==> src/hw/sprsc_pkg.sv <==
// Constants and layouts for the secondary port reset and strap control
// Summary of operation
// - Secondary reset follows primary reset or control bit
// - In reset: controls float, AD/CBE/PAR zero
// - Disabled port floats its output enables at once, unclocked; reset and grant stay driven
// - Fast-capable high allows fast secondary clock
// - Central function pin picks internal or external arbiter
// - External arbiter: request[0] grants, grant[0] requests
// - Eight clock outputs per port, primary-clock locked
// - Scan mode enables ten chains on request/grant pins
// - Scan control low shifts, high captures
// - Idle bus with our grant: park AD/CBE/PAR
`default_nettype none
package sprsc_pkg;
  localparam logic [3:0]  SPRSC_CTRL_OFS        = 4'h0;
  localparam logic [3:0]  SPRSC_STAT_OFS        = 4'h4;
  localparam int unsigned SPRSC_CTRL_RST_POS    = 0;    // One reset bit per port
  localparam int unsigned SPRSC_CTRL_REQ_POS    = 2;    // One bus request bit per port
  localparam logic [3:0]  SPRSC_CTRL_RESET      = 4'h0;
  localparam logic [1:0]  SPRSC_STRAP_LATCH_CYC = 2'h2; // Sync depth before straps are valid
  localparam logic [1:0]  SPRSC_FAST_HALF       = 2'h1; // Ref cycles per fanout half period
  localparam logic [1:0]  SPRSC_SLOW_HALF       = 2'h2; // Half the fast rate
  localparam int unsigned SPRSC_SCAN_PER_PORT   = 5;
  localparam int unsigned SPRSC_SCAN_LOW_PIN    = 2;

  // Pin inputs as they pass the two-stage synchroniser
  typedef struct packed {
    logic       en1, en2, fast1, fast2, priFast, cfnN;
    logic       skip, pllTest, sclk, scanN, scanCapture;
    logic       frame1N, irdy1N, frame2N, irdy2N;
    logic [7:0] req1N, req2N;
  } sprsc_pins_type;

  // Status word, bit 0 is resetActive[0]
  typedef struct packed {
    logic [17:0] rsvd;
    logic        sclkStrap, pllTest, pllSkip, scanMode, priFast, extArb;
    logic [1:0]  enable, fast, granted, resetActive;
  } sprsc_stat_type;
endpackage : sprsc_pkg
`default_nettype wire

==> src/hw/sprsc_port_if.sv <==
// Signals between the top level and one secondary port controller
`default_nettype none
interface sprsc_port_if #(parameter int unsigned ADW = 32, NREQ = 8, NCLK = 8);
  logic            secReset, portEnable, fastClock, extArb, ownRequest, busIdle;
  logic            scanMode, scanCapture;
  logic [NREQ-1:0] reqN, gntN;
  logic            resetOutN, ctrlOe, granted, clkOe, parOut, parOe;
  logic [ADW-1:0]  adOut, adOe;
  logic [ADW/8-1:0] cbeOut, cbeOe;
  logic [NCLK-1:0] clkOut;
  modport ctl (input secReset, portEnable, fastClock, extArb, ownRequest, busIdle, scanMode, scanCapture,
               reqN, output gntN, resetOutN, ctrlOe, granted, clkOe, parOut, parOe, adOut, adOe,
               cbeOut, cbeOe, clkOut);
  modport top (output secReset, portEnable, fastClock, extArb, ownRequest, busIdle, scanMode, scanCapture,
               reqN, input gntN, resetOutN, ctrlOe, granted, clkOe, parOut, parOe, adOut, adOe,
               cbeOut, cbeOe, clkOut);
endinterface : sprsc_port_if
`default_nettype wire

==> src/hw/sprsc_port.sv <==
// One secondary port: reset hold, parking, arbitration, clock fanout and scan
`default_nettype none
module sprsc_port import sprsc_pkg::*; #(
  parameter int unsigned ADW  = 32,
  parameter int unsigned NREQ = 8,
  parameter int unsigned NCLK = 8
) (
  input  wire logic  ref_clk,
  input  wire logic  arst_n,
  sprsc_port_if.ctl  p
);
  if (NREQ < SPRSC_SCAN_LOW_PIN + SPRSC_SCAN_PER_PORT || ADW % 8 != 0 || NCLK == 0) begin : g_chk
    $error("sprsc_port: unsupported width");
  end

  typedef struct packed {
    logic            resetOutN, ctrlOe, drive, granted, clkBit;
    logic [NREQ-1:0] gntN;
    logic [1:0]      clkCnt;
  } sprsc_port_state_type;

  localparam sprsc_port_state_type ST_RESET = '{resetOutN: 1'b0, ctrlOe: 1'b0, drive: 1'b1,
    granted: 1'b0, clkBit: 1'b0, gntN: '1, clkCnt: 2'h0};

  sprsc_port_state_type st, next_st;
  logic [1:0] halfLast;
  logic [SPRSC_SCAN_PER_PORT-1:0] capVec;

  // Fixed priority, lowest index wins; fairness is left to the requesters
  function automatic logic [NREQ-1:0] grantOf(input logic [NREQ-1:0] reqN);
    logic [NREQ-1:0] g;
    logic            found;
    g     = '1;
    found = 1'b0;
    for (int i = 0; i < NREQ; i++) begin
      if (!reqN[i] && !found) begin
        g[i]  = 1'b0;
        found = 1'b1;
      end
    end
    return g;
  endfunction : grantOf

  assign capVec = {st.granted, p.busIdle, p.fastClock, p.extArb, p.secReset};

  // Next state
  always_comb begin
    next_st  = st;
    halfLast = (p.fastClock ? SPRSC_FAST_HALF : SPRSC_SLOW_HALF) - 2'h1;
    // Fanout clock, derived from the reference so its edges stay aligned to it
    if (st.clkCnt >= halfLast) begin
      next_st.clkCnt = 2'h0;
      next_st.clkBit = ~st.clkBit;
    end else begin
      next_st.clkCnt = st.clkCnt + 2'h1;
    end
    if (p.extArb) begin
      next_st.granted = ~p.reqN[0];
      next_st.gntN    = '1;
      next_st.gntN[0] = ~p.ownRequest;
    end else if (p.busIdle) begin
      next_st.gntN    = grantOf(p.reqN);
      next_st.granted = &p.reqN;
    end
    if (p.secReset) begin
      next_st.resetOutN = 1'b0;
      next_st.ctrlOe    = 1'b0;
      next_st.drive     = 1'b1;
      next_st.gntN      = '1;
      next_st.granted   = 1'b0;
    end else begin
      next_st.resetOutN = 1'b1;
      next_st.drive     = st.granted & p.busIdle;
      next_st.ctrlOe    = st.granted & ~p.busIdle;
    end
    // Each scan chain is one grant flop, fed from its request pin
    if (p.scanMode) begin
      for (int i = 0; i < SPRSC_SCAN_PER_PORT; i++) begin
        next_st.gntN[SPRSC_SCAN_LOW_PIN + i] = p.scanCapture ? capVec[i] : p.reqN[SPRSC_SCAN_LOW_PIN + i];
      end
    end
  end

  // State register
  always_ff @(posedge ref_clk or negedge arst_n) begin
    if (!arst_n) begin
      st <= ST_RESET;
    end else begin
      st <= next_st;
    end
  end

  // Enable gates every output enable without a clock edge; reset and grant outputs stay driven
  assign p.resetOutN = st.resetOutN;
  assign p.ctrlOe    = st.ctrlOe & p.portEnable;
  assign p.adOut     = '0;
  assign p.adOe      = {ADW{st.drive & p.portEnable}};
  assign p.cbeOut    = '0;
  assign p.cbeOe     = {(ADW/8){st.drive & p.portEnable}};
  assign p.parOut    = 1'b0; // Parity of all-zero AD and CBE
  assign p.parOe     = st.drive & p.portEnable;
  assign p.gntN      = st.gntN;
  assign p.granted   = st.granted;
  assign p.clkOut    = {NCLK{st.clkBit}};
  assign p.clkOe     = p.portEnable;

  property p_reset_drive;
    @(posedge ref_clk) disable iff (!arst_n)
      (!p.resetOutN && p.portEnable) |-> (&p.adOe && p.adOut == '0 && &p.cbeOe && p.parOe && !p.ctrlOe);
  endproperty
  a_reset_drive: assert property (p_reset_drive) else $error("port not safe in reset");

  property p_disable_float;
    @(posedge ref_clk) disable iff (!arst_n)
      !p.portEnable |-> (p.adOe == '0 && p.cbeOe == '0 && !p.parOe && !p.ctrlOe && !p.clkOe);
  endproperty
  a_disable_float: assert property (p_disable_float) else $error("disabled port drives");

  property p_fast_clock;
    @(posedge ref_clk) disable iff (!arst_n)
      (p.fastClock && $past(p.fastClock)) |-> p.clkOut != $past(p.clkOut);
  endproperty
  a_fast_clock: assert property (p_fast_clock) else $error("fast fanout not toggling");

  property p_slow_clock;
    @(posedge ref_clk) disable iff (!arst_n)
      // The reset level holds no phase, so the window only opens once reset is gone
      (arst_n && !p.fastClock)[*3] |-> p.clkOut != $past(p.clkOut, 2);
  endproperty
  a_slow_clock: assert property (p_slow_clock) else $error("slow fanout wrong period");

  property p_ext_arb;
    @(posedge ref_clk) disable iff (!arst_n)
      (p.extArb && !p.secReset) |=> (p.granted == !$past(p.reqN[0]) && p.gntN[0] == !$past(p.ownRequest));
  endproperty
  a_ext_arb: assert property (p_ext_arb) else $error("external arbiter pins wrong");

  property p_int_park;
    @(posedge ref_clk) disable iff (!arst_n)
      (!p.extArb && !p.secReset && !p.scanMode && p.busIdle && &p.reqN) |=> (p.granted && &p.gntN);
  endproperty
  a_int_park: assert property (p_int_park) else $error("internal arbiter not parked");

  property p_park_drive;
    @(posedge ref_clk) disable iff (!arst_n)
      (p.granted && p.busIdle && !p.secReset) |=> (&p.adOe || !p.portEnable);
  endproperty
  a_park_drive: assert property (p_park_drive) else $error("idle granted bus not parked");

  property p_scan_shift;
    @(posedge ref_clk) disable iff (!arst_n)
      (p.scanMode && !p.scanCapture) |=>
        p.gntN[SPRSC_SCAN_LOW_PIN +: SPRSC_SCAN_PER_PORT] == $past(p.reqN[SPRSC_SCAN_LOW_PIN +: SPRSC_SCAN_PER_PORT]);
  endproperty
  a_scan_shift: assert property (p_scan_shift) else $error("scan shift wrong");

  property p_scan_capture;
    @(posedge ref_clk) disable iff (!arst_n)
      (p.scanMode && p.scanCapture) |=> p.gntN[SPRSC_SCAN_LOW_PIN +: SPRSC_SCAN_PER_PORT] == $past(capVec);
  endproperty
  a_scan_capture: assert property (p_scan_capture) else $error("scan capture wrong");
endmodule : sprsc_port
`default_nettype wire

==> src/hw/sprsc_top.sv <==
// Top level: Wishbone registers, strap sampling and the two secondary ports
`default_nettype none
module sprsc_top import sprsc_pkg::*; (
  input  wire logic        ref_clk,
  input  wire logic        arst_n,
  input  wire logic [3:0]  wb_adr_i,
  input  wire logic [31:0] wb_dat_i,
  output logic      [31:0] wb_dat_o,
  input  wire logic        wb_we_i,
  input  wire logic [3:0]  wb_sel_i,
  input  wire logic        wb_cyc_i,
  input  wire logic        wb_stb_i,
  output logic             wb_ack_o,
  input  wire logic        pri_fast_clock_capable,
  input  wire logic        central_function_select_n,
  input  wire logic        pll_skip_strap,
  input  wire logic        pll_test_strap,
  input  wire logic        sec_clock_input_strap,
  input  wire logic        full_scan_mode_n,
  input  wire logic        scanCaptureSelect,
  input  wire logic        sec_one_port_enable,
  input  wire logic        sec_one_fast_clock_capable,
  input  wire logic [7:0]  sec_one_bus_request_n,
  input  wire logic        secOneFrameN,
  input  wire logic        secOneIrdyN,
  output logic             sec_one_reset_out_n,
  output logic      [7:0]  sec_one_bus_grant_n,
  output logic      [7:0]  sec_one_clock_fanout,
  output logic             secOneClockOe,
  output logic             secOneCtrlOe,
  output logic      [31:0] secOneAdOut,
  output logic      [31:0] secOneAdOe,
  output logic      [3:0]  secOneCbeOut,
  output logic      [3:0]  secOneCbeOe,
  output logic             secOneParOut,
  output logic             secOneParOe,
  input  wire logic        sec_two_port_enable,
  input  wire logic        sec_two_fast_clock_capable,
  input  wire logic [7:0]  sec_two_bus_request_n,
  input  wire logic        secTwoFrameN,
  input  wire logic        secTwoIrdyN,
  output logic             sec_two_reset_out_n,
  output logic      [7:0]  sec_two_bus_grant_n,
  output logic      [7:0]  sec_two_clock_fanout,
  output logic             secTwoClockOe,
  output logic             secTwoCtrlOe,
  output logic      [31:0] secTwoAdOut,
  output logic      [31:0] secTwoAdOe,
  output logic      [3:0]  secTwoCbeOut,
  output logic      [3:0]  secTwoCbeOe,
  output logic             secTwoParOut,
  output logic             secTwoParOe
);
  typedef struct packed {
    sprsc_pins_type meta, pins;
    logic [1:0]     strapCnt;
    logic           fast1, fast2, extArb;
    logic [3:0]     ctrl;
    logic           ack;
    logic [31:0]    rdData;
  } sprsc_top_state_type;

  sprsc_top_state_type st, next_st;
  sprsc_pins_type      pinsNow;
  sprsc_stat_type      stat;
  logic                wbReq;

  sprsc_port_if if1 ();
  sprsc_port_if if2 ();

  // Every pin input except the port enables crosses two flops before any logic looks at it
  assign pinsNow = '{en1: sec_one_port_enable, en2: sec_two_port_enable, fast1: sec_one_fast_clock_capable,
    fast2: sec_two_fast_clock_capable, priFast: pri_fast_clock_capable, cfnN: central_function_select_n,
    skip: pll_skip_strap, pllTest: pll_test_strap, sclk: sec_clock_input_strap, scanN: full_scan_mode_n,
    scanCapture: scanCaptureSelect, frame1N: secOneFrameN, irdy1N: secOneIrdyN, frame2N: secTwoFrameN,
    irdy2N: secTwoIrdyN, req1N: sec_one_bus_request_n, req2N: sec_two_bus_request_n};

  // Status readback
  always_comb begin
    stat             = '0;
    stat.sclkStrap   = st.pins.sclk;
    stat.pllTest     = st.pins.pllTest;
    stat.pllSkip     = st.pins.skip;
    stat.scanMode    = ~st.pins.scanN;
    stat.priFast     = st.pins.priFast;
    stat.extArb      = st.extArb;
    stat.enable      = {st.pins.en2, st.pins.en1};
    stat.fast        = {st.fast2, st.fast1};
    stat.granted     = {if2.granted, if1.granted};
    stat.resetActive = {~if2.resetOutN, ~if1.resetOutN};
  end

  assign wbReq = wb_cyc_i & wb_stb_i & ~st.ack;

  // Next state: synchroniser, strap latch, register access
  always_comb begin
    next_st        = st;
    next_st.meta   = pinsNow;
    next_st.pins   = st.meta;
    // Straps are static by design; the fast-capable and central function straps are sampled once so a glitch later changes nothing
    if (st.strapCnt == SPRSC_STRAP_LATCH_CYC) begin
      next_st.fast1  = st.pins.fast1;
      next_st.fast2  = st.pins.fast2;
      next_st.extArb = st.pins.cfnN;
    end
    if (st.strapCnt != 2'h3) begin
      next_st.strapCnt = st.strapCnt + 2'h1;
    end
    // Single-cycle Wishbone slave; unmapped words read zero and ignore writes
    next_st.ack    = wbReq;
    next_st.rdData = '0;
    if (wbReq && wb_adr_i == SPRSC_CTRL_OFS) begin
      next_st.rdData = 32'(st.ctrl);
      if (wb_we_i && wb_sel_i[0]) begin
        next_st.ctrl = wb_dat_i[3:0];
      end
    end else if (wbReq && wb_adr_i == SPRSC_STAT_OFS) begin
      next_st.rdData = stat;
    end
  end

  // State register; primary reset holds both ports in reset
  always_ff @(posedge ref_clk or negedge arst_n) begin
    if (!arst_n) begin
      st      <= '0;
      st.ctrl <= SPRSC_CTRL_RESET;
      st.meta <= '1;
      st.pins <= '1;
    end else begin
      st <= next_st;
    end
  end

  // Port one wiring
  assign if1.secReset    = st.ctrl[SPRSC_CTRL_RST_POS];
  assign if1.portEnable  = sec_one_port_enable;
  assign if1.fastClock   = st.fast1;
  assign if1.extArb      = st.extArb;
  assign if1.ownRequest  = st.ctrl[SPRSC_CTRL_REQ_POS];
  assign if1.busIdle     = st.pins.frame1N & st.pins.irdy1N;
  assign if1.scanMode    = ~st.pins.scanN;
  assign if1.scanCapture = st.pins.scanCapture;
  assign if1.reqN        = st.pins.req1N;
  // Port two wiring
  assign if2.secReset    = st.ctrl[SPRSC_CTRL_RST_POS + 1];
  assign if2.portEnable  = sec_two_port_enable;
  assign if2.fastClock   = st.fast2;
  assign if2.extArb      = st.extArb;
  assign if2.ownRequest  = st.ctrl[SPRSC_CTRL_REQ_POS + 1];
  assign if2.busIdle     = st.pins.frame2N & st.pins.irdy2N;
  assign if2.scanMode    = ~st.pins.scanN;
  assign if2.scanCapture = st.pins.scanCapture;
  assign if2.reqN        = st.pins.req2N;

  sprsc_port u_port1 (.ref_clk(ref_clk), .arst_n(arst_n), .p(if1.ctl));
  sprsc_port u_port2 (.ref_clk(ref_clk), .arst_n(arst_n), .p(if2.ctl));

  // Outputs
  assign wb_dat_o             = st.rdData;
  assign wb_ack_o             = st.ack;
  assign sec_one_reset_out_n  = if1.resetOutN;
  assign sec_one_bus_grant_n  = if1.gntN;
  assign sec_one_clock_fanout = if1.clkOut;
  assign secOneClockOe        = if1.clkOe;
  assign secOneCtrlOe         = if1.ctrlOe;
  assign secOneAdOut          = if1.adOut;
  assign secOneAdOe           = if1.adOe;
  assign secOneCbeOut         = if1.cbeOut;
  assign secOneCbeOe          = if1.cbeOe;
  assign secOneParOut         = if1.parOut;
  assign secOneParOe          = if1.parOe;
  assign sec_two_reset_out_n  = if2.resetOutN;
  assign sec_two_bus_grant_n  = if2.gntN;
  assign sec_two_clock_fanout = if2.clkOut;
  assign secTwoClockOe        = if2.clkOe;
  assign secTwoCtrlOe         = if2.ctrlOe;
  assign secTwoAdOut          = if2.adOut;
  assign secTwoAdOe           = if2.adOe;
  assign secTwoCbeOut         = if2.cbeOut;
  assign secTwoCbeOe          = if2.cbeOe;
  assign secTwoParOut         = if2.parOut;
  assign secTwoParOe          = if2.parOe;

  property p_sec_reset;
    @(posedge ref_clk) disable iff (!arst_n)
      (st.ctrl[0] |=> !sec_one_reset_out_n) and (st.ctrl[1] |=> !sec_two_reset_out_n);
  endproperty
  a_sec_reset: assert property (p_sec_reset) else $error("secondary reset not asserted");

  property p_sec_release;
    @(posedge ref_clk) disable iff (!arst_n)
      ($rose(sec_one_reset_out_n) |-> !$past(st.ctrl[0])) and ($rose(sec_two_reset_out_n) |-> !$past(st.ctrl[1]));
  endproperty
  a_sec_release: assert property (p_sec_release) else $error("reset released while requested");
endmodule : sprsc_top
`default_nettype wire

==> config.mk <==
export PLATFORM = sky130hd
export DESIGN_NAME = sprsc_top
export DESIGN_NICKNAME = d
export VERILOG_FILES = /design/src/hw/sprsc_pkg.sv /design/src/hw/sprsc_port_if.sv /design/src/hw/sprsc_port.sv /design/src/hw/sprsc_top.sv
export SDC_FILE = /design/constraint.sdc
export NUM_CORES = 1
export LEC_CHECK = 0
export ABC_AREA = 1
export BUFFER_PORTS_ARGS = -buffer_cell sky130_fd_sc_hd__clkbuf_2
export CELL_PAD_IN_SITES_DETAIL_PLACEMENT = 0
export CELL_PAD_IN_SITES_GLOBAL_PLACEMENT = 1
export CORE_UTILIZATION = 30
export CTS_CLUSTER_DIAMETER = 80
export DETAILED_ROUTE_END_ITERATION = 16
export PLACE_DENSITY = 0.76
export SKIP_CTS_REPAIR_TIMING = 1
export SLEW_MARGIN = 15
export SYNTH_ARGS = -nofsm -noshare
export SYNTH_HDL_FRONTEND = slang
export SYNTH_HIERARCHICAL = 1
export SYNTH_SLANG_ARGS = --single-unit
==> constraint.sdc <==
create_clock -name ref_clk -period 1.5 [get_ports ref_clk]
set_input_delay 0 -clock ref_clk [delete_from_list [all_inputs] [get_ports ref_clk]]
set_output_delay 0 -clock ref_clk [all_outputs]
set_load 0.05 [all_outputs]
# Word-level counts from Yosys, hierarchy flattened
# Index checks and enable logic that the tools add are counted.
[word_totals]
reg_bits = 134
latch_bits = 0
ram_bits = 0
mem_bits_ro = 0
input_bits = 76
output_inout_bits = 219
memories = 0
[classes]
addsub = 5
n_mul = 0
div_mod_pow = 0
n_lt_le_gt_ge = 2
eq_ne = 5
n_shift = 0
muxes = 90
bitwise = 24
reduce_logical = 51
[op_table]
columns = ["cell", "count"]
rows = [
  ["1-bit two-way mux", 74],
  ["8-bit two-way mux", 6],
  ["1-bit logical NOT", 28],
  ["14-bit two-way mux", 2],
  ["1-bit logical AND", 17],
  ["8-bit AND reduction", 2],
  ["1-bit bitwise AND", 12],
  ["1-bit inverter", 12],
  ["5-bit two-way mux", 2],
  ["2-bit two-way mux", 4],
  ["4-bit by 3-bit != test with 1-bit output, second input constant", 2],
  ["2-bit by 1-bit adder with 2-bit output, second input constant", 3],
  ["3-bit two-way mux", 2],
  ["3-bit nonzero test", 2],
  ["4-bit by 3-bit == test with 1-bit output, second input constant", 1],
  ["2-bit greater-or-equal comparator", 2],
  ["4-bit logical NOT", 1],
  ["2-bit by 1-bit subtractor with 2-bit output, second input constant", 2],
  ["2-bit == test, second input constant", 1],
  ["2-bit != test, second input constant", 1],
  ["2-bit AND reduction", 1],
]

# Depth between registers and ports, before layout
# Gate-level depths: netlist (run 1).
[depth]
ltp_word = 40
mapped_depth = 8
depth_no_buf = 8

# Modules after synthesis
# Netlist (run 1), hierarchy kept.
[modules_own_cells]
columns = ["module", "n_inst", "cells_each", "area_each_um2", "seq_area_each_um2"]
rows = [
  ["sprsc_top", 1, 195, 2834.0, 2229.6],
  ["sprsc_port (u_port1)", 1, 206, 1536.5, 386.6],
  ["sprsc_port (u_port2)", 1, 201, 1516.5, 386.6],
]

# Worst setup path after synthesis (run 1)
# Ideal clock, no wire load.
[synth_timing]
path_kind = "reg2out"
startpoint = "reg u_port1/st[12] in the netlist's numbering"
endpoint = "out secOneAdOe[0]"
t_arrival_ps = 1701
path_slack_ps = -201
path_stages_with_launch = 4
path_buffers = 1
path_cell_list = "dfstp_2 nand2_1 inv_1 buf_4"
[synth_via]
elab_chain_cells = 1
[synth_rtl]
columns = ["item", "line", "rtl"]
rows = [
  ["start: declaration", "sprsc_port.sv:25", "sprsc_port_state_type st, next_st;"],
  ["start signal: assignment", "sprsc_port.sv:89", "st <= next_st;"],
  ["1-bit bitwise AND", "n/a", ""],
  ["end: declaration", "sprsc_top.sv:32", "output logic [31:0] secOneAdOe,"],
]
# No other way between the ends.

# Worst setup path in the final report (run 1)
[layout_timing]
startpoint = "reg u_port2/st[12] in the netlist's numbering"
endpoint = "out secTwoParOe"
[layout_via]
elab_chain_cells = 1
[layout_rtl]
columns = ["item", "line", "rtl"]
rows = [
  ["start: declaration", "sprsc_port.sv:25", ""],
  ["start signal: assignment", "sprsc_port.sv:89", ""],
  ["1-bit bitwise AND", "sprsc_port.sv:101", "assign p.parOe = st.drive & p.portEnable;"],
  ["end: declaration", "sprsc_top.sv:52", "output logic secTwoParOe"],
]
# No other way between the ends.

==> results of run 1 <==
-- worst paths after layout --
check | depth (start not counted) | end | start
min reg2reg | 0 | st[70] | next_st[70]
max in group asynchronous | 3 | st[66] | arst_n
min | 5 | if2.secReset | wb_sel_i[0]
min in group asynchronous | 2 | u_port1/st[13] | arst_n
max | 4 | secTwoParOe | u_port2/st[12]
max reg2reg | 7 | u_port2/p.gntN[4] | st[63]
-- critical path: stages (launching register included) --
cell and delay [ps]:
dfstp_2 540, nand2_4 60, clkinvlp_4 180, clkbuf_16 200
buf_6 160
-- cells in the mapped netlist (5+ instances only) --
master	n	share of area, %
buf_4	212	27
nand2_1	94	6.0
dfstp_2	80	36
inv_1	46	2.9
dfrtp_1	36	15
nor2_1	33	2.1
nand3_1	28	2.4
o21ai_0	10	0.85
inv_2	7	0.45
a21oi_1	6	0.51
nor3_1	6	0.51
nand3b_1	5	0.64
-- power breakdown --
group          switching (mW)  leakage [nW]  internal [mW]
Sequential              0.177          1.30           3.43
Combinational            2.42          2.17          0.663
Clock                    1.55         0.268           2.15
-- area by class of cell --
cell class                 count  share of cell area, %
multi-input combinational    305                   19.2
sequential                   116                   40.5
tap                          260                   4.38
clock inverter                15                   1.62
timing repair inverter         7                  0.675
inverter                      54                   2.92
clock buffer                  17                   5.73
antenna                        1                 0.0337
timing repair buffer         222                   25.0
-- flip-flops by register name (all words and copies together), names as in the netlist, 4 cells and up --
| signal | cells |
|---|---|
| if2.reqN | 8 |
| u_port1/st | 4 |
| if1.reqN | 8 |
| wb_dat_o | 14 |
| u_port1/p.gntN | 8 |
| st | 16 |
| u_port2/p.gntN | 8 |
| u_port2/st | 4 |
| next_st | 31 |
-- logic make-up (layout without fill, tap and decap cells) --
kind of cell	Yosys count	in the layout	synth area share [%]
compound gates	22	22	2.08
xor+xnor	3	3	0.446
buf+inv	270	315	30.9
fa+ha+maj	4	4	0.850
flops	116	116	51.0
simple gates	184	184	14.6
other cells	3	93	0.191
-- per-layer routing --
layer,track usage [%],wire [um],vias to the layer above
met3,4.37,945,15
met4,4.75,221,0
li1,-,-,1792
met2,16.1,5680,186
met1,14.0,5130,1703
met5,0,0,-
==> flow_summary.ini, run 1 <==
[clocking]
clockBufferDepth = 2
root_buffer = clkbuf_16
insertion_delay_ps = 410
cts_sinks = 116
path_clk_slew_ps = 60
cts_tree = done
cts_made_buffers = 17
htree_levels = 4

[floorplan]
rows = 50
design.die.area_um2 = 20200
core_area_um2 = 19000
die-width_um = 142
io-pin-count = 295
initial_core_util_pct = 31.1
die_y_um = 142

[final_layout]
fillers = 1884
area.growth.synth_to_final_pct = 26.0
final_cell_count_no_fill = 997
register_area_um2 = 3000
mostFrequentLayoutCell = clkbuf_2
postLayoutCellArea_um2 = 7420
layout_common_cells = clkbuf_2, nand2_1, conb_1
drive_above_1_share_pct = 45.1
final_util_pct = 39.1
multi_input_area_um2 = 1430
nets = 803

[global_routing]
grt_overflow_total = 0
grt_use_total_pct = 10.9
antenna_found_initial = 1
grt_max_degree = 38
grt_pass1_wl_mm = 16.1
grt_pass1_vias = 2952

[drt]
wire_per_inst_um = 12.0
num_vias = 3696
drt-initial-drc-count = 134
post-route-drc-count = 0
viasPerCell = 3.71
ant_nets = 0
wl_mm = 12.0
dr.pass1.iters = 4

[timing]
drv_slew = 0
worst_slew_pin_slew_ps = 574
slew_headroom_pct = 61.7
finalWorstSetupSlack_ps = -52.3
min_period_over_period_pct = 103
max_freq_mhz = 644
hold_viol = 4
holdWs_ps = -20.2
final.min_clock_period_ps = 1550
setup_violations = 33
rsz0062_at_grt = true
fin_worst_skew_ps = 17.5
tns_ps = -1100

[synth]
synth_edf_count = 0
syn_area_um2 = 5890
synth.avg_cell_area_um2 = 9.78
async_flop_share_pct = 100
synthFlopType = dfstp_2
synth-warning-count = 6
synth.distinct_cells = 32
synthCells = 602
ys_ff_latch = 116
yosysSeqAreaShare_pct = 51.0

[flow_run]
cap_violations = 0

[place]
hpwlAfterDp_mm = 8.14
io_buffer_count = 171
place_inst = 912
place_area_um2 = 5880
dpl_worst_slack_ps = 65.5
gp_congestion = 0.803

[setup_path]
r2r_slack_ps = 110
crit_arrival_ps = 1550
crit_type = flip-flop to output pin
required_ps = 1500
worstPathMaxFanout = 9
endpoint_kind = output pin
start_kind = flip-flop

[pwr]
total_power_mw = 10.4
power-per-cell-area_nw_per_um2 = 1400
leakage_nw = 3.74
ir_worst_vdd_v = 0.000712

[min_path]
hold_class = input pin to flip-flop

[run_status]
outcome = complete, but fails checks
violations = hold timing, setup timing
(Power assumes the default switching activity.)
==> run 2, diff against run 1 <==
Settings changed: RECOVER_POWER set to 50.
==> run 2 against run 1 <==
The run still ends with hold timing, setup timing left. Critical path depth unchanged. Via count about the same. Critical path type unchanged. Sequential share of layout area hardly changed. Die area is the same. Global-route usage unchanged.
==> flow_summary.ini, run 2 (synthesized netlist as in run 1, its figures left out) <==
[floorplan]
core_area_um2 = 19000
rows = 50
die_y_um = 142
initial_core_util_pct = 31.1
design.die.area_um2 = 20200
die-width_um = 142
io-pin-count = 295

[drt]
wire_per_inst_um = 12.0
viasPerCell = 3.71
dr.pass1.iters = 4
ant_nets = 0
drt-initial-drc-count = 134
post-route-drc-count = 0
num_vias = 3695
wl_mm = 12.0

[pwr]
swShare_pct = 39.9
power_frac_comb_pct = 29.6
power.share.clock_pct = 35.6
total_power_mw = 10.4
p_int_mw = 6.24
netSwitchingPower_mw = 4.15
ir_worst_vdd_v = 0.000712
power-per-cell-area_nw_per_um2 = 1400
leakage_nw = 3.74
seqPwrFrac_pct = 34.7

[min_path]
hold_start = wb_sel_i[0]
holdPathStages = 5
hold_class = input pin to flip-flop

[timing]
fin_worst_skew_ps = 17.5
hold_viol = 4
holdWs_ps = -20.2
min_period_over_period_pct = 103
setup_violations = 33
finalWorstSetupSlack_ps = -52.3
drv_slew = 0
max_freq_mhz = 644
rsz0062_at_grt = true
worst_slew_pin_slew_ps = 574
final.min_clock_period_ps = 1550
slew_headroom_pct = 61.7

[global_routing]
grt_overflow_total = 0
antenna_found_initial = 1
grt_use_total_pct = 10.9
grt_pass1_vias = 2952
grt_pass1_wl_mm = 16.1
grt_max_degree = 38

[setup_path]
crit_type = flip-flop to output pin
required_ps = 1500
worstPathMaxFanout = 9
endpoint_kind = output pin
ff2ff_path_depth = 7
reg2reg_from = st[63]
crit_arrival_ps = 1550
startpoint = u_port2/st[12]
start_kind = flip-flop

[clocking]
cts_made_buffers = 17
htree_levels = 4
insertion_delay_ps = 410
cts_sinks = 116
clockBufferDepth = 2
path_clk_slew_ps = 60
root_buffer = clkbuf_16
cts_tree = done

[final_layout]
layout_common_cells = clkbuf_2, nand2_1, conb_1
drive_above_1_share_pct = 45.0
postLayoutCellArea_um2 = 7420
area.growth.synth_to_final_pct = 26.0
final_util_pct = 39.1
nets = 803
mostFrequentLayoutCell = clkbuf_2
largest_reg_flops = 31

[place]
hpwlAfterDp_mm = 8.14
dpl_worst_slack_ps = 65.5
gp_congestion = 0.803
io_buffer_count = 171
place_area_um2 = 5880

[flow_run]
cap_violations = 0

[run_status]
outcome = complete, but fails checks
violations = hold timing, setup timing
## run 2: cell count changes in the layout (fill, tap and decap cells not counted)
cell / change
clkbuf_1: +1
clkbuf_2: -1
## run 2: cell type report
type,instances,area (um2)
Antenna cell,1,2.50
Clock buffer,17,425
Tap cell,260,325
Inverter,54,216
Timing Repair inverter,7,50.0
Timing Repair Buffer,222,1850
Multi-Input combinational cell,305,1430
Fill cell,1884,11500
Sequential cell,116,3000
Clock inverter,15,120
## run 2: worst max-delay path, stage by stage (launching register included)
cell and delay [ps]:
dfstp_2 540, nand2_4 60, clkinvlp_4 180, clkbuf_16 200, buf_6 160
## run 2: per-stage QoR
| stage | cells | TNS, ps |
|---|---|---|
| 2_1_floorplan | 691 | 0 |
| 3_3_place_gp | 912 | 0 |
| 3_5_place_dp | 912 | 0 |
| 4_1_cts | 944 | -13910 |
| 5_1_grt | 996 | -3800 |
| 6_report | 997 | -1090 |
## run 2: power groups by stage
stage	logic [mW]	clock network (mW)	registers (mW)
after floorplan	2.93	0	3.62
after global placement	2.78	0	3.64
after detailed placement	2.79	0	3.65
after CTS	2.79	3.83	3.60
after global routing	3.23	3.98	3.64
final	3.08	3.70	3.61
## run 2: final timing paths
| check | slack (ps) | end |
|---|---|---|
| hold reg to reg | 350 | st[70] |
| setup reg to reg | 110 | u_port2/p.gntN[4] |
| hold / removal | -20 | if2.secReset |
| max in group asynchronous | 730 | st[66] |
| setup / recovery | -50 | secTwoParOe |
| min in group asynchronous | 120 | u_port1/st[13] |
## run 2: per-layer routing
metal  up-vias  GRT usage (%)  wire [um]  share of wire, %
met5         -              0          0                 0
met4         0           4.75        221               1.8
met3        15           4.37        944               7.9
met2       186           16.1       5680                47
met1      1702           14.0       5130                43
li1       1792              -          -                 -
==> run 3, diff against run 2 <==
Settings changed: CORE_UTILIZATION 30 to 33, PLACE_DENSITY 0.76 to 0.82.
==> run 3 against run 2 <==
Critical path type unchanged. Maximum frequency grew 3.7%. Sequential power is essentially flat. The flow now finishes without violations. Setup slack gained 55 ps.
==> flow_summary.ini, run 3 (synthesized netlist as in run 1, its figures left out) <==
[pwr]
seqPwrFrac_pct = 34.8
netSwitchingPower_mw = 3.94
power_frac_comb_pct = 29.3
leakage_nw = 3.67
total_power_mw = 10.4
power-per-cell-area_nw_per_um2 = 1430
ir_worst_vdd_v = 0.00106
p_int_mw = 6.42
power.share.clock_pct = 35.9
swShare_pct = 38.1

[clocking]
htree_levels = 4
root_buffer = clkbuf_16
cts_tree = done
clockBufferDepth = 2
cts_made_buffers = 17
cts_sinks = 116
insertion_delay_ps = 410
path_clk_slew_ps = 50

[timing]
final.min_clock_period_ps = 1500
setup_violations = 0
worst_slew_pin_slew_ps = 560
fin_worst_skew_ps = 7.12
hold_viol = 0
holdWs_ps = 19.1
rsz0062_at_grt = true
min_period_over_period_pct = 99.8
drv_slew = 0
slew_headroom_pct = 62.7
max_freq_mhz = 668

[floorplan]
die_y_um = 136
design.die.area_um2 = 18400
io-pin-count = 295
rows = 48
die-width_um = 136
initial_core_util_pct = 33.9
core_area_um2 = 17400

[final_layout]
layout_common_cells = clkbuf_2, nand2_1, conb_1
mostFrequentLayoutCell = clkbuf_2
drive_above_1_share_pct = 44.1
register_area_um2 = 3000
largest_reg_flops = 31
num_antenna_cells = 0
area.growth.synth_to_final_pct = 22.8
nets = 803
multi_input_area_um2 = 1430
postLayoutCellArea_um2 = 7230
fillers = 1701
final_cell_count_no_fill = 959

[setup_path]
cp.buffers_inverters = 2
crit_chain = nand2_8, clkinvlp_4, buf_6
r2r_slack_ps = 120
slowest_delay_ps = 580
crit_type = flip-flop to output pin
slowest_stage = dfstp_2
worstPathMaxFanout = 8
path_delay_family = flip-flops
ff2ff_path_depth = 7
crit_arrival_ps = 1500
cp_num_cells = 3
endpoint = secTwoAdOe[13]
startpoint = u_port2/st[12]
endpoint_kind = output pin
start_kind = flip-flop
regToRegEndpoint = u_port2/p.gntN[4]
required_ps = 1500
reg2reg_from = st[63]

[global_routing]
grt_use_total_pct = 11.6
grt_overflow_total = 0
grt_pass1_wl_mm = 15.6
grt_pass1_vias = 2984
grt_max_degree = 38
antenna_found_initial = 1

[place]
io_buffer_count = 171
hpwlAfterDp_mm = 7.97
place_area_um2 = 5840
gp_congestion = 0.826
place_inst = 877

[drt]
num_vias = 3720
drt-initial-drc-count = 127
wl_mm = 11.8
dr.pass1.iters = 4
post-route-drc-count = 0
ant_nets = 0
viasPerCell = 3.88
wire_per_inst_um = 12.3

[min_path]
hold_class = input pin to flip-flop

[run_status]
outcome = finished clean

[flow_run]
cap_violations = 0
-- run 3: power by group through the flow --
stage	sequential (mW)	clock [mW]	combinational (mW)
after floorplan	3.62	0	2.93
after global placement	3.64	0	2.78
after detailed placement	3.65	0	2.79
after CTS	3.60	3.83	2.80
after global routing	3.63	3.96	3.18
final	3.60	3.73	3.04
-- run 3: area by class of cell --
cell class                      instances  area share (%)
Clock buffer                           21            6.53
Clock inverter                          9            1.11
Inverter                               54            2.94
Multi-Input combinational cell        305            19.8
Sequential cell                       116            41.5
Tap cell                              225            3.89
Timing Repair Buffer                  215            22.7
Timing Repair inverter                 14            1.45
-- run 3: worst min path at each step --
stage / startpoint / endpoint / slack [ps] / depth (start not counted)
finish: wb_sel_i[0] / if1.secReset / 20 / 5
global route: wb_cyc_i / wb_dat_o[3] / 40 / 5
CTS: secTwoIrdyN / next_st[58] / -350 / 1
detailed placement: sec_one_bus_request_n[6] / next_st[56] / 90 / 1
global placement: sec_one_bus_request_n[4] / next_st[54] / 90 / 1
floorplan: arst_n / if1.extArb / -300 / 0
-- run 3: through the flow --
step | utilization (%) | worst slack, ps | setup TNS (ps)
final | 41.6 | 2.82 | 0
after global routing | 41.6 | -48.8 | -1480
after CTS | 36.8 | -283 | -19470
after detailed placement | 33.6 | 132 | 0
after global placement | 33.6 | 149 | 0
after floorplan | - | 132 | 0
-- run 3: routing by layer --
metal  part of all wire (%)  wire length (um)  GRT usage, %
met2                     51              5980          17.8
met1                     40              4670          13.3
met4                    2.0               240          6.12
met5                   0.11                13             0
met3                    7.5               890          5.50
-- run 3: worst reg2reg max path: stages, from the launching register on --
cell and delay (ps):
dfstp_2 520, inv_1 210, inv_2 180, nand3_4 110
inv_2 120, a21oi_1 50, nand2_1 60, nand2_1 50
